--- config.mk ---
export PLATFORM = sky130hd
export DESIGN_NAME = tdcw_engine
export DESIGN_NICKNAME = d
export VERILOG_FILES = /design/src/rtl/tdcw_pkg.sv /design/src/rtl/tdcw_engine.sv /design/src/rtl/tdcw_sticky.sv /design/src/rtl/tdcw_next_addr.sv
export SDC_FILE = /design/constraint.sdc
export NUM_CORES = 1
export LEC_CHECK = 0
export ABC_AREA = 0
export BUFFER_PORTS_ARGS = -buffer_cell sky130_fd_sc_hd__buf_4
export CAP_MARGIN = 20
export CORE_MARGIN = 3
export CORE_UTILIZATION = 50
export CTS_CLUSTER_DIAMETER = 100
export DETAILED_ROUTE_END_ITERATION = 10
export PLACE_DENSITY_LB_ADDON = 0.05
export SLEW_MARGIN = 20
export SYNTH_ARGS = -nofsm -noshare
export SYNTH_HDL_FRONTEND = slang
export SYNTH_SLANG_ARGS = --single-unit
--- constraint.sdc ---
create_clock -name sys_clk -period 2.63 [get_ports sys_clk]
set_input_delay 0.526 -clock sys_clk [delete_from_list [all_inputs] [get_ports sys_clk]]
set_output_delay 0.526 -clock sys_clk [all_outputs]
set_load 0.01 [all_outputs]
--- src/rtl/tdcw_pkg.sv ---
/*
 * Constants for the transmit descriptor control-word engine: word-0 and
 * word-1 field positions, register offsets, reset values, state and
 * checksum-mode encodings.
 * Assumes 32-bit descriptor words and a byte-addressed register port.
 */
package tdcw_pkg;

   // Word-0 control and status field positions
   localparam int OWN_BIT  = 31;
   localparam int IOC_BIT  = 30;
   localparam int LS_BIT   = 29;
   localparam int FS_BIT   = 28;
   localparam int DC_BIT   = 27;
   localparam int DP_BIT   = 26;
   localparam int TSE_BIT  = 25;
   localparam int CIC_HI   = 23;
   localparam int CIC_LO   = 22;
   localparam int EOR_BIT  = 21;
   localparam int CHN_BIT  = 20;
   localparam int TX_TIMESTAMP_STATUS_BIT = 17;

   // Word-1 buffer size fields
   localparam int BUF2_HI = 28;
   localparam int BUF2_LO = 16;
   localparam int BUF1_HI = 12;
   localparam int BUF1_LO = 0;
   localparam int SIZE_W  = 13;

   // Byte distance between consecutive descriptors (eight words)
   localparam logic [31:0] DESC_STEP = 32'h0000_0020;

   // Register offsets
   localparam logic [7:0] REG_CTRL   = 8'h00;
   localparam logic [7:0] REG_BASE   = 8'h04;
   localparam logic [7:0] REG_STATUS = 8'h08;
   localparam logic [7:0] REG_MASK   = 8'h0C;
   localparam logic [7:0] REG_WBACK  = 8'h10;
   localparam logic [7:0] REG_OPTS   = 8'h14;

   // Status and mask bit positions
   localparam int ST_TX_DONE = 0;
   localparam int ST_LEN_ERR = 1;
   localparam int ST_TS_DONE = 2;
   localparam int ST_UNOWNED = 3;
   localparam int ST_W       = 4;

   // Reset values
   localparam logic        CTRL_RST  = 1'b0;
   localparam logic [31:0] BASE_RST  = 32'h0000_0000;
   localparam logic [3:0]  MASK_RST  = 4'h0;
   localparam logic [31:0] WORD_RST  = 32'h0000_0000;
   localparam logic [3:0]  STAT_RST  = 4'h0;

   typedef enum logic [1:0] {
      CSUM_OFF     = 2'b00,
      CSUM_HDR     = 2'b01,
      CSUM_NO_PSH  = 2'b10,
      CSUM_FULL    = 2'b11
   } tdcw_csum_e;

   typedef enum logic [1:0] {
      S_IDLE = 2'b00,
      S_BUFS = 2'b01,
      S_XMIT = 2'b10
   } tdcw_state_e;

endpackage

--- src/rtl/tdcw_engine.sv ---
/*
 * Transmit descriptor control-word engine. Takes word 0 of each fetched
 * descriptor, drives the frame options to the transmit path, picks the next
 * descriptor address and writes word 0 back with ownership returned.
 * Assumes the fetch logic, transmit path and register master all run on
 * sys_clk, so no input is synchronised.
 */
`timescale 1ns/1ps
`default_nettype none

// How it works
// - Bit 31 gives ownership; device clears it on write-back after buffers or frame.
// - Interrupt-on-completion raises transmit-done status after the frame is sent.
// - Last segment needs a non-zero buffer size; zero sizes flag an error.
// - Frame options are taken only from first-segment descriptors.
// - CRC disable in first segment stops CRC append.
// - Pad disable stops padding of short frames.
// - Pad disable clear forces padding and CRC, overriding CRC disable.
// - Timestamp enable requests a hardware timestamp for the frame.
// - Two-bit checksum control picks insertion mode, first segment only.
// - Codes: off, header only, header and payload, plus hardware pseudoheader.
// - End-of-ring sends the next fetch back to the list base.
// - Chained uses the second address as next pointer, second size ignored.
// - Timestamp status set on last-segment write-back when a timestamp was taken.
module tdcw_engine
   import tdcw_pkg::*;
(
   input  wire logic        sys_clk,             // System clock, 10 MHz
   input  wire logic        rst_n,               // Sync reset, active low
   input  wire logic        clk_en,              // Freezes all state when low
   input  wire logic [7:0]  reg_addr,            // Register byte address
   input  wire logic [31:0] reg_wdata,           // Register write data
   input  wire logic        reg_wr,              // Write strobe
   input  wire logic        reg_rd,              // Read strobe
   output logic      [31:0] reg_rdata,           // Read data, next cycle
   input  wire logic        desc_valid,          // Fetched descriptor present
   input  wire logic [31:0] desc_addr,           // Address of that descriptor
   input  wire logic [31:0] tx_desc_word0,       // Control word
   input  wire logic [31:0] tx_desc_word1,       // Buffer sizes word
   input  wire logic [31:0] desc_addr2,          // Second address word
   input  wire logic        buf_done,            // All buffers read
   input  wire logic        frame_done,          // Frame transmitted
   input  wire logic        ts_captured,         // Timestamp taken by MAC
   output logic             desc_ready,          // Engine can take a word
   output logic      [31:0] next_desc_addr,      // Next fetch address
   output logic      [12:0] buffer1_size,        // First buffer size
   output logic      [12:0] buffer2_size,        // Second size, 0 if chained
   output logic             crc_append,          // Append FCS
   output logic             pad_enable,          // Pad short frames
   output logic             tx_timestamp_req,    // Capture timestamp
   output logic             csum_hdr_en,         // Insert IP header sum
   output logic             csum_payload_en,     // Insert payload sum
   output logic             csum_pseudo_hw,      // Pseudoheader by hardware
   output logic             wb_valid,            // Write-back pulse
   output logic      [31:0] wb_word0,            // Word 0 to write back
   output logic             irq                  // Level interrupt
);

   tdcw_state_e       state;
   logic              eng_enable;
   logic [31:0]       list_base;
   logic [ST_W-1:0]   irq_mask;
   logic [ST_W-1:0]   status_q;
   logic [ST_W-1:0]   status_set;
   logic [31:0]       cur_w0;
   logic [1:0]        csum_mode;
   logic              ts_seen;
   logic              accept;
   logic              unowned;
   logic              len_bad;
   logic              stat_rd;
   logic              wb_now;
   logic              wb_last;
   logic [31:0]       next_wb;

   // A descriptor is taken only while idle, enabled and owned by the DMA
   assign accept  = clk_en && desc_valid && state == S_IDLE && eng_enable
                    && tx_desc_word0[OWN_BIT];
   // Host-owned word seen: software has not handed it over yet
   assign unowned = clk_en && desc_valid && state == S_IDLE && eng_enable
                    && !tx_desc_word0[OWN_BIT];
   // Last segment must carry a size; buffer 2 counts only when not chained
   assign len_bad = tx_desc_word0[LS_BIT]
                    && tx_desc_word1[BUF1_HI:BUF1_LO] == '0
                    && (tx_desc_word0[CHN_BIT]
                        || tx_desc_word1[BUF2_HI:BUF2_LO] == '0);
   assign stat_rd = clk_en && reg_rd && reg_addr == REG_STATUS;

   // Write-back moments: buffers read on a middle segment, or frame sent
   assign wb_now  = clk_en && ((state == S_BUFS && buf_done && !cur_w0[LS_BIT])
                    || (state == S_XMIT && frame_done));
   assign wb_last = state == S_XMIT;
   assign next_wb = {1'b0, cur_w0[30:18], wb_last && ts_seen, cur_w0[16:0]};

   // Event pulses into the sticky status bits
   always_comb begin
      status_set             = '0;
      status_set[ST_TX_DONE] = wb_now && wb_last && cur_w0[IOC_BIT];
      status_set[ST_LEN_ERR] = accept && len_bad;
      status_set[ST_TS_DONE] = wb_now && wb_last && ts_seen;
      status_set[ST_UNOWNED] = unowned;
   end

   tdcw_sticky #(
      .W (ST_W)
   ) u_status (
      .sys_clk (sys_clk),
      .rst_n   (rst_n),
      .clk_en  (clk_en),
      .set     (status_set),
      .clr     (stat_rd),
      .q       (status_q)
   );

   tdcw_next_addr u_next (
      .sys_clk   (sys_clk),
      .rst_n     (rst_n),
      .clk_en    (clk_en),
      .load      (accept),
      .ring_end  (tx_desc_word0[EOR_BIT]),
      .chained   (tx_desc_word0[CHN_BIT]),
      .cur_addr  (desc_addr),
      .addr2     (desc_addr2),
      .base      (list_base),
      .next_addr (next_desc_addr)
   );

   // Descriptor sequencing: buffers first, then on a last segment wait for the frame end
   always_ff @(posedge sys_clk) begin
      if (!rst_n) begin
         state  <= S_IDLE;
         cur_w0 <= WORD_RST;
      end else if (clk_en) begin
         unique case (state)
            S_IDLE: begin
               if (accept) begin
                  state  <= S_BUFS;
                  cur_w0 <= tx_desc_word0;
               end
            end
            S_BUFS: begin
               if (buf_done) begin
                  state <= cur_w0[LS_BIT] ? S_XMIT : S_IDLE;
               end
            end
            S_XMIT: begin
               if (frame_done) begin
                  state <= S_IDLE;
               end
            end
            default: begin
               state <= S_IDLE;
            end
         endcase
      end
   end

   // Ready is a flop so the fetch side sees a clean level
   always_ff @(posedge sys_clk) begin
      if (!rst_n) begin
         desc_ready <= 1'b0;
      end else if (clk_en) begin
         desc_ready <= eng_enable && ((state == S_IDLE && !accept) || wb_now);
      end
   end

   // Buffer sizes; second size is meaningless once chained
   always_ff @(posedge sys_clk) begin
      if (!rst_n) begin
         buffer1_size <= '0;
         buffer2_size <= '0;
      end else if (accept) begin
         buffer1_size <= tx_desc_word1[BUF1_HI:BUF1_LO];
         buffer2_size <= tx_desc_word0[CHN_BIT] ? '0 : tx_desc_word1[BUF2_HI:BUF2_LO];
      end
   end

   // Frame options latch only on a first segment; later segments inherit
   always_ff @(posedge sys_clk) begin
      if (!rst_n) begin
         crc_append       <= 1'b1;
         pad_enable       <= 1'b1;
         tx_timestamp_req <= 1'b0;
         csum_mode        <= CSUM_OFF;
      end else if (accept && tx_desc_word0[FS_BIT]) begin
         pad_enable       <= !tx_desc_word0[DP_BIT];
         // Padding needs a fresh CRC, so CRC disable only counts without pad
         crc_append       <= !tx_desc_word0[DC_BIT] || !tx_desc_word0[DP_BIT];
         tx_timestamp_req <= tx_desc_word0[TSE_BIT];
         csum_mode        <= tx_desc_word0[CIC_HI:CIC_LO];
      end
   end

   // Checksum mode decoded to the three insertion controls
   always_ff @(posedge sys_clk) begin
      if (!rst_n) begin
         csum_hdr_en     <= 1'b0;
         csum_payload_en <= 1'b0;
         csum_pseudo_hw  <= 1'b0;
      end else if (clk_en) begin
         unique case (tdcw_csum_e'(csum_mode))
            CSUM_OFF: begin
               csum_hdr_en     <= 1'b0;
               csum_payload_en <= 1'b0;
               csum_pseudo_hw  <= 1'b0;
            end
            CSUM_HDR: begin
               csum_hdr_en     <= 1'b1;
               csum_payload_en <= 1'b0;
               csum_pseudo_hw  <= 1'b0;
            end
            CSUM_NO_PSH: begin
               csum_hdr_en     <= 1'b1;
               csum_payload_en <= 1'b1;
               csum_pseudo_hw  <= 1'b0;
            end
            CSUM_FULL: begin
               csum_hdr_en     <= 1'b1;
               csum_payload_en <= 1'b1;
               csum_pseudo_hw  <= 1'b1;
            end
         endcase
      end
   end

   // Timestamp seen during a stamped frame; fresh frame starts clean
   always_ff @(posedge sys_clk) begin
      if (!rst_n) begin
         ts_seen <= 1'b0;
      end else if (clk_en) begin
         if (accept && tx_desc_word0[FS_BIT]) begin
            ts_seen <= 1'b0;
         end else if (ts_captured && tx_timestamp_req && state != S_IDLE) begin
            ts_seen <= 1'b1;
         end
      end
   end

   // Write-back word and its one-cycle strobe
   always_ff @(posedge sys_clk) begin
      if (!rst_n) begin
         wb_valid <= 1'b0;
         wb_word0 <= WORD_RST;
      end else if (clk_en) begin
         wb_valid <= wb_now;
         if (wb_now) begin
            wb_word0 <= next_wb;
         end
      end
   end

   // Software-written registers
   always_ff @(posedge sys_clk) begin
      if (!rst_n) begin
         eng_enable <= CTRL_RST;
         list_base  <= BASE_RST;
         irq_mask   <= MASK_RST;
      end else if (clk_en && reg_wr) begin
         unique case (reg_addr)
            REG_CTRL: eng_enable <= reg_wdata[0];
            REG_BASE: list_base  <= reg_wdata;
            REG_MASK: irq_mask   <= reg_wdata[ST_W-1:0];
            default:  ;
         endcase
      end
   end

   // Read data one cycle after the strobe, zero elsewhere
   always_ff @(posedge sys_clk) begin
      if (!rst_n) begin
         reg_rdata <= '0;
      end else if (clk_en) begin
         reg_rdata <= '0;
         if (reg_rd) begin
            unique case (reg_addr)
               REG_CTRL:   reg_rdata <= {30'h0000_0000, state != S_IDLE, eng_enable};
               REG_BASE:   reg_rdata <= list_base;
               REG_STATUS: reg_rdata <= {28'h000_0000, status_q};
               REG_MASK:   reg_rdata <= {28'h000_0000, irq_mask};
               REG_WBACK:  reg_rdata <= wb_word0;
               REG_OPTS:   reg_rdata <= {24'h00_0000, csum_mode, ts_seen, tx_timestamp_req,
                                         pad_enable, crc_append, state};
               default:    reg_rdata <= '0;
            endcase
         end
      end
   end

   // Interrupt level; one cycle behind the status bits by design
   always_ff @(posedge sys_clk) begin
      if (!rst_n) begin
         irq <= 1'b0;
      end else if (clk_en) begin
         irq <= |(status_q & irq_mask);
      end
   end
endmodule
`default_nettype wire

--- src/rtl/tdcw_sticky.sv ---
/*
 * Sticky event bits with clear-on-read.
 * Assumes set and clear pulses come from logic on sys_clk.
 */
`timescale 1ns/1ps
`default_nettype none
module tdcw_sticky
   import tdcw_pkg::*;
#(
   parameter int W = 4
) (
   input  wire logic         sys_clk, // System clock
   input  wire logic         rst_n,   // Sync reset, active low
   input  wire logic         clk_en,  // Freezes state when low
   input  wire logic [W-1:0] set,     // Event pulses
   input  wire logic         clr,     // Read of the register
   output logic      [W-1:0] q        // Sticky bits
);

   // A set in the clearing cycle survives, so no event is lost
   always_ff @(posedge sys_clk) begin
      if (!rst_n) begin
         q <= '0;
      end else if (clk_en) begin
         q <= (q & ~{W{clr}}) | set;
      end
   end

endmodule
`default_nettype wire

--- src/rtl/tdcw_next_addr.sv ---
/*
 * Next descriptor address selection: ring wrap, chain or step.
 * Assumes load is a one-cycle pulse on sys_clk beside the inputs.
 */
`timescale 1ns/1ps
`default_nettype none
module tdcw_next_addr
   import tdcw_pkg::*;
(
   input  wire logic        sys_clk,   // System clock
   input  wire logic        rst_n,     // Sync reset, active low
   input  wire logic        clk_en,    // Freezes state when low
   input  wire logic        load,      // Descriptor accepted
   input  wire logic        ring_end,  // End-of-ring flag
   input  wire logic        chained,   // Second address is next pointer
   input  wire logic [31:0] cur_addr,  // This descriptor's address
   input  wire logic [31:0] addr2,     // Second address word
   input  wire logic [31:0] base,      // List base address
   output logic      [31:0] next_addr  // Where to fetch next
);

   // Ring end beats chaining so a chained ring still wraps
   always_ff @(posedge sys_clk) begin
      if (!rst_n) begin
         next_addr <= BASE_RST;
      end else if (clk_en && load) begin
         if (ring_end) begin
            next_addr <= base;
         end else if (chained) begin
            next_addr <= addr2;
         end else begin
            next_addr <= cur_addr + DESC_STEP;
         end
      end
   end

endmodule
`default_nettype wire

## Yosys cells after proc, flatten, opt, wreduce, memory -nomap -nowiden

Index checks and enable logic that the tools add are counted.

| word-level totals | value |
|---|---|
| word-level logic and storage cells | 108 |
| flip-flop bits (word level) | 207 |
| bits of input ports | 177 |
| output and inout port bits | 131 |

| cells by class | value |
|---|---|
| bitwise gates (word level) | 4 |
| add/subtract/negate cells | 1 |
| mux-type cells | 15 |
| equal/unequal tests | 13 |
| reduce and logical (&&, ||, !) cells | 53 |

Operators by type and width:

| kind | count |
|---|---|
| case mux 32 bit (6 select lines) | 1 |
| 2-to-1 mux 32 bit | 3 |
| adder 32 x 6 -> 32 bit (second input constant) | 1 |
| zero test 13 bit | 2 |
| logical AND 1 bit | 25 |
| == test 8 x 4 -> 1 bit (second input constant) | 2 |
| == test 8 x 5 -> 1 bit (second input constant) | 2 |
| 2-to-1 mux 13 bit | 1 |
| AND reduction 2 bit | 5 |
| bitwise AND 4 bit | 2 |
| == test 8 x 3 -> 1 bit (second input constant) | 1 |
| zero test 8 bit | 1 |
| 2-to-1 mux 2 bit | 4 |
| == test 2 bit (second input constant) | 3 |
| inequality test 2 bit (second input constant) | 3 |
| case mux 1 bit (2 select lines) | 3 |
| case mux 2 bit (3 select lines) | 1 |
| OR reduction 3 bit | 2 |
| zero test 1 bit | 5 |
| == test 2 x 1 -> 1 bit (second input constant) | 2 |
| zero test 2 bit | 2 |
| logical OR 1 bit | 4 |
| NOT 4 bit | 1 |
| bitwise OR 4 bit | 1 |
| other kinds (6) | 9 |

## Longest topological paths before layout

Gate-level depths: netlist of run 1.

| logic depth | value |
|---|---|
| depth after elaboration | 8 |
| depth in mapped cells | 8 |

## Hierarchy

A second synthesis of run 1 with hierarchy kept.

| second synthesis, totals | value |
|---|---|
| cells, all modules | 1104 |
| area, all modules | 9100.0 sq um |

Modules (own cells, without submodules):

| module | cells each | instances | area each (sq um) |
|---|---|---|---|
| tdcw_engine | 792 | 1 | 6701.4 |
| tdcw_next_addr | 294 | 1 | 2234.6 |
| tdcw_sticky | 18 | 1 | 163.9 |

## Worst setup path before layout of run 1

No wires, ideal clock.

| path | value |
|---|---|
| kind | input to register |
| from | in desc_addr[5] |
| to | reg u_next.next_addr[19] |
| data arrival time | 1996 ps |
| path slack | 498 ps |
| setup time | 136 ps |
| stages on the path | 7 |
| path buffers | 1 |
| required time | 2494 ps |
| cells stage by stage | ha_1 > inv_1 > or4_4 > buf_6 > xnor2_1 > a2111oi_0 > a211oi_1 |

| on the way | value |
|---|---|
| word-level cells in the longest chain between the ends | 3 |

RTL lines:

| element | RTL line | text |
|---|---|---|
| start, declared | tdcw_engine.sv:37 | `input wire logic [31:0] desc_addr,` |
| adder 32 x 6 -> 32 bit | tdcw_next_addr.sv:32 | `next_addr <= cur_addr + DESC_STEP;` |
| 2-to-1 mux 32 bit | tdcw_next_addr.sv:29 | `end else if (chained) begin` |
| 2-to-1 mux 32 bit | tdcw_next_addr.sv:27 | `if (ring_end) begin` |
| end signal, assigned | tdcw_next_addr.sv:28 | `next_addr <= base;` |
| end signal, assigned | tdcw_next_addr.sv:30 | `next_addr <= addr2;` |
| end signal, assigned | tdcw_next_addr.sv:32 |  |
| end, declared | tdcw_next_addr.sv:19 | `output logic [31:0] next_addr` |

Every way passes these cells.
A chain may end at the register's enable or synchronous reset.

## Worst setup path in the final report of run 1

| path | value |
|---|---|
| from | reg state[0] |
| to | reg wb_word0[26] |

| on the way | value |
|---|---|
| word-level cells in the longest chain between the ends | 6 |
| elaborated cells on any way between the ends | 8 |
| classes of those cells | 2 x eq/ne; 6 x reduce/logical |

RTL lines:

| element | RTL line | text |
|---|---|---|
| start, declared | tdcw_engine.sv:59 | `tdcw_state_e state;` |
| start signal, assigned | tdcw_engine.sv:143 | `state <= cur_w0[LS_BIT] ? S_XMIT : S_IDLE;` |
| == test 2 x 1 -> 1 bit | tdcw_engine.sv:90 | `assign wb_now = clk_en && ((state == S_BUFS && buf_done && !cur_w0[LS_BIT])` |
| logical AND 1 bit (2 in a row) | tdcw_engine.sv:90 |  |
| logical OR 1 bit * | tdcw_engine.sv:91 | `\|\| (state == S_XMIT && frame_done));` |
| logical AND 1 bit * | tdcw_engine.sv:90 |  |
| AND reduction 2 bit (no line) * | - |  |
| end signal, assigned | tdcw_engine.sv:247 | `wb_word0 <= next_wb;` |
| end, declared | tdcw_engine.sv:55 | `output logic [31:0] wb_word0,` |

Mark *: on every way between the ends. The rest lies on a longest branch, timed or not.

==> results.json, run 1 <==
{
  "clockRootBuffer": "clkbuf_16",
  "drv_cap": 0,
  "power.share.combinational_pct": 7.3,
  "timing.final.crit_period_ps": 1897,
  "post-synth-top-count-cell": "nand2_1",
  "synthMuxAreaShare_pct": 2.740,
  "clk_pin_slew_ps": 60,
  "clkLatencyLatePin_ps": 490,
  "cts_buffer_depth": 3,
  "final_layout_size_suffix_gt1_share_pct": 26.89,
  "place_congestion": 0.9101,
  "wl_mm": 30.32,
  "ys.flop_type": "dfxtp_1",
  "htreeDepth": 1,
  "finalCritPeriodShare_pct": 72.11,
  "drtIter0Drc": 849,
  "synth_area_per_cell_um2": 7.920,
  "cp_max_fo": 18,
  "synth_edf_count": 0,
  "start_util_pct": 51.48,
  "route.vias.total": 9208,
  "fill_cells": 1503,
  "dp_hpwl_mm": 22.21,
  "setup_viol": 0,
  "diodes": 0,
  "die_h_um": 140.1,
  "clock_skew_ps": 7.604,
  "synth_adder_area_share_pct": 0.1391,
  "wire_per_inst_um": 18.46,
  "coreArea_mm2": 0.01748,
  "cp.required_ps": 3050,
  "synth_top_family_by_area": "simple AND/OR/NAND/NOR gates",
  "synth-compound-area-share_pct": 21.12,
  "antenna_found_initial": 0,
  "switchingPower_w": 0.001462,
  "die_area_mm2": 0.01964,
  "ys_warn_count": 0,
  "clock_sinks": 206,
  "firstDrtPassIters": 5,
  "cts_setup_buffers": 0,
  "tns_ps": 0,
  "worst_pin_slew_ps": 786.7,
  "finalInstanceArea_mm2": 0.01214,
  "cp-end-kind": "flip-flop",
  "area_delta_synth_final_pct": 34.97,
  "switching_share_pct": 22.18,
  "hp-class": "in2reg",
  "synthSimpleGateAreaFrac_pct": 22.78,
  "seqCellArea_mm2": 0.004124,
  "slew_violations": 0,
  "netlist_top_cells_count": "275 x nand2_1, 206 x dfxtp_1, 157 x a21oi_1",
  "ys_seq_area_share_pct": 45.84,
  "async_flop_share_pct": 0,
  "grt_pass1_vias": 8322,
  "cp.arrival_ps": 2320,
  "grt_use_total_pct": 28.82,
  "fin_nets": 1581,
  "grt_pass1_wl_mm": 46.29,
  "cts_tree": "yes",
  "ctsResizeCount": 0,
  "cts_buffers": 22,
  "gr-total-overflow": 0,
  "power.internal_w": 0.005131,
  "relSlewSlack_pct": 47.36,
  "outcome": "completed",
  "holdBufCountCts": 0,
  "sequentialPowerShare_pct": 47.4,
  "viasPerCell": 5.608,
  "final_antenna_net_count": 0,
  "design.portCount": 308,
  "grt_max_degree": 57,
  "netlist.top_cell.by_area": "dfxtp_1",
  "die_x_um": 140.1,
  "syn-instance-count": 1136,
  "netlist_top_cells_area": "dfxtp_1 46%, nand2_1 11%, a21oi_1 8.7%",
  "clock_power_share_pct": 45.3,
  "syn_area_mm2": 0.008997,
  "max_freq_mhz": 527.3,
  "final_hold_viol_count": 0,
  "multi_input_area_mm2": 0.004429,
  "synth_top_area_share_pct": 45.84,
  "synth_nets": 1314,
  "path_class": "reg2reg",
  "io_buffers": 299,
  "rows": 48,
  "synth_cell_type_count": 60,
  "rsz0062_at_grt": "false",
  "start_kind": "flip-flop",
  "synth_seq_cells": 206,
  "leakage_nw": 4.787,
  "place_area_mm2": 0.01145,
  "p_per_area_mw_per_mm2": 542.9,
  "peakVddDrop_uv": 626.1,
  "route.detailed.drc": 0,
  "synthXorXnorAreaFrac_pct": 2.142
}
==> per-layer routing <==
layer / share of wire (%) / vias to the layer above / global-route usage (%)
met2: 46 / 402 / 45.87
li1: - / 4484 / -
met1: 43 / 4276 / 41.01
met4: 2.2 / 0 / 6.272
met5: 0 / - / 0
met3: 8.5 / 46 / 5.394
==> power by group through the flow <==
stage | Combinational (W) | Clock, W | Sequential (W)
2_1_floorplan | 0.000169 | 0 | 0.00319
3_3_place_gp | 0.000473 | 0 | 0.00319
3_5_place_dp | 0.000472 | 0 | 0.00319
4_1_cts | 0.000475 | 0.00303 | 0.00312
5_1_grt | 0.000513 | 0.00317 | 0.00312
6_report | 0.000482 | 0.00299 | 0.00312
==> layout make-up <==
type                            count  share of cell area, %
Clock buffer                       33                  5.296
Clock inverter                      5                 0.4327
Inverter                           31                 0.9788
Multi-Input combinational cell    813                  36.47
Sequential cell                   206                  33.96
Tap cell                          225                  2.318
Timing Repair Buffer              329                  20.54
==> kinds of logic (layout without fill, tap and decap cells) <==
logic type                 after synthesis  in the layout
xor gates and xnor gates                22             22
muxes                                   24             24
DFF                                    206            206
buffers and inverters                  117            398
AOI/OAI and AO/OA                      321            321
adders and majority gates                1              1
and+or+nand+nor                        444            444
other                                    1              1
==> state kept, by name, summed over array words and instances, names as in the netlist <==
name and count:
wb_valid 1, desc_ready 1, eng_enable 1, buffer1_size 13
ts_seen 1, tx_timestamp_req 1, u_next.next_addr 32, u_status.q 4
csum_mode 2, reg_rdata 32, crc_append 1, csum_hdr_en 1
irq 1, state 2, irq_mask 4, list_base 32
csum_payload_en 1, buffer2_size 13, csum_pseudo_hw 1, cur_w0 30
pad_enable 1, wb_word0 31
==> critical path, stage by stage (launching register included) <==
cell and delay [ps]:
dfxtp_1 510, nor3_1 160, o21ai_2 550, buf_4 350, nand2_1 100, a21oi_1 160
==> cells in the final DEF, fill, tap and decap left out, types with 13 or more instances in the layout <==
cell         n
o22ai_1     34
clkbuf_16   23
buf_4      327
nand3_1     25
mux2i_1     19
xnor2_1     13
dfxtp_1    206
and2_1      27
a22oi_1     32
o21ai_0     43
and3_1      17
a21oi_1    157
nand2_1    275
nor2_1      45
inv_1       29
==> through the flow <==
stage	utilization (%)	cells	total power (W)	setup WS (ps)	hold slack, ps
5_1_grt	69.49	1642	0.006807	609.7	257.0
3_3_place_gp	65.51	1604	0.003665	279.6	437.8
6_report	69.49	1642	0.006594	733.5	272.7
2_1_floorplan	-	1136	0.003362	497.7	432.1
4_1_cts	69.49	1642	0.006624	746.1	253.6
3_5_place_dp	65.51	1604	0.003664	254.2	441.5
==> path summary, 6_finish.rpt <==
| path | startpoint | to | slack (ps) | depth (start not counted) |
|---|---|---|---|---|
| setup / recovery | state[0]$_SDFFE_PN0P_ | wb_word0[26]$_SDFFE_PN0P_ | 730 | 5 |
| hold / removal | tx_desc_word0[28] | ts_seen$_SDFFE_PN0P_ | 270 | 2 |
| setup reg to reg | state[0]$_SDFFE_PN0P_ | wb_word0[26]$_SDFFE_PN0P_ | 730 | 5 |
| hold reg to reg | cur_w0[12]$_SDFFE_PN0P_ | wb_word0[12]$_SDFFE_PN0P_ | 450 | 2 |
No activity file was read; power rests on OpenSTA's default activity.
==> inputs of run 2 (changes only) <==
- clock period: 2.63 -> 1.99 ns (I/O delays scaled with it)
==> results.json, run 2 (same netlist as run 1, synthesis figures left out) <==
{
  "outcome": "completed",
  "htreeDepth": 1,
  "relSlewSlack_pct": 48.18,
  "place_ws_ps": 0.6922,
  "clkLatencyLatePin_ps": 490,
  "coreArea_mm2": 0.01748,
  "timing.final.crit_period_ps": 1815,
  "layout_common_cells": "330 x buf_4, 275 x nand2_1, 206 x dfxtp_1",
  "io_buffers": 299,
  "antenna_found_initial": 1,
  "die_h_um": 140.1,
  "design.portCount": 308,
  "start_util_pct": 51.48,
  "finalCritPeriodShare_pct": 91.22,
  "leakage_nw": 4.888,
  "slew_violations": 0,
  "ff2ff_path_depth": 6,
  "path_class": "reg2reg",
  "cp_max_fo": 49,
  "clock_sinks": 206,
  "grt_pass1_vias": 8800,
  "die_x_um": 140.1,
  "cts_setup_buffers": 0,
  "wire_per_inst_um": 17.89,
  "wl_mm": 29.61,
  "grt_use_total_pct": 28.50,
  "largestRegisters": "list_base: 32 flops, reg_rdata: 32 flops, u_next.next_addr: 32 flops",
  "cp.required_ps": 2400,
  "cp.arrival_ps": 2230,
  "route.detailed.drc": 0,
  "rows": 48,
  "start_kind": "flip-flop",
  "final_hold_viol_count": 0,
  "route.vias.total": 9235,
  "fin_nets": 1592,
  "cts_tree": "yes",
  "cts_buffers": 22,
  "peakVddDrop_uv": 686.0,
  "hp-class": "in2reg",
  "p_per_area_mw_per_mm2": 721.8,
  "gr-total-overflow": 0,
  "tns_ps": 0,
  "firstDrtPassIters": 5,
  "design_power_total_w": 0.008939,
  "clock_skew_ps": 7.999,
  "fill_cells": 1466,
  "drtIter0Drc": 730,
  "area_delta_synth_final_pct": 37.64,
  "grt_max_degree": 67,
  "final_common_cell": "buf_4",
  "worst_pin_slew_ps": 774.4,
  "grt_pass1_wl_mm": 46.08,
  "clockRootBuffer": "clkbuf_16",
  "final_layout_size_suffix_gt1_share_pct": 27.78,
  "viasPerCell": 5.580,
  "dp_hpwl_mm": 21.32,
  "cp-end-kind": "flip-flop",
  "place_congestion": 0.9289,
  "holdBufCountCts": 0,
  "finalWorstSetupSlack_ps": 174.8,
  "cts_buffer_depth": 3,
  "drv_cap": 0,
  "clk_pin_slew_ps": 60,
  "final_antenna_net_count": 0,
  "max_freq_mhz": 550.9,
  "holdPathStages": 2,
  "setup_viol": 0,
  "reg2reg_slack_ps": 170,
  "die_area_mm2": 0.01964,
  "rsz0062_at_grt": "false"
}
==> run 2: cell count changes in the layout (fill, tap and decap cells not counted), moves of 2 or more <==
cell       delta
clkinv_2      +3
bufinv_16     +2
buf_12        +8
clkbuf_1      -2
clkbuf_8      -2
buf_4         +3
==> run 2: stage by stage <==
step | cells | util (%) | hold slack, ps | area [um^2]
floorplan | 1136 | - | 432.1 | 9010
finish | 1655 | 70.86 | 136.8 | 12380
global placement | 1615 | 66.62 | 438.0 | 11640
global route | 1655 | 70.86 | 137.2 | 12380
detailed placement | 1615 | 66.62 | 444.4 | 11640
CTS | 1654 | 70.83 | 126.0 | 12380
==> run 2: power breakdown <==
part	internal, W	switching [W]	total [W]	leakage (nW)
clock	0.00254	0.00162	0.00415	0.363
sequential	0.00413	0.00000162	0.00413	1.66
combinational	0.000327	0.000332	0.000658	2.87
==> run 2: critical path: stages, from the launching register on <==
cell	delay, ps
dfxtp_1	370
nor2_1	280
and4_4	310
buf_12	210
buf_4	230
o21ai_0	110
a21oi_1	170
==> run 2: routing by layer <==
metal	up-vias	global-route usage (%)	wire [um]
met5	-	0	0
met4	0	10.56	1107
met3	71	5.394	2291
met2	372	47.03	14280
met1	4282	37.30	11940
li1	4510	-	-
==> run 2: area by class of cell <==
type	count	area [um^2]	share of cell area (%)
clock inverters	10	127.6	1.031
flip-flops and latches	206	4124	33.30
diodes	1	2.502	0.02021
inverters	31	118.9	0.9598
multi-input cells	813	4444	35.89
repair buffers	340	2678	21.62
clock buffers	29	608.1	4.910
well taps	225	281.5	2.273
==> run 2: worst paths after layout <==
check,start,to
min,tx_desc_word0[26],pad_enable$_SDFFE_PN1P_
max reg2reg,state[1]$_SDFFE_PN0P_,u_next.next_addr[18]$_SDFFE_PN0P_
max,state[1]$_SDFFE_PN0P_,u_next.next_addr[18]$_SDFFE_PN0P_
min reg2reg,cur_w0[4]$_SDFFE_PN0P_,wb_word0[4]$_SDFFE_PN0P_
==> run 2: repair_timing <==
item                       in CTS  in global routing
hold endpoints to repair        0                  0
setup endpoints to repair       0                  7
resized for setup               0                  1
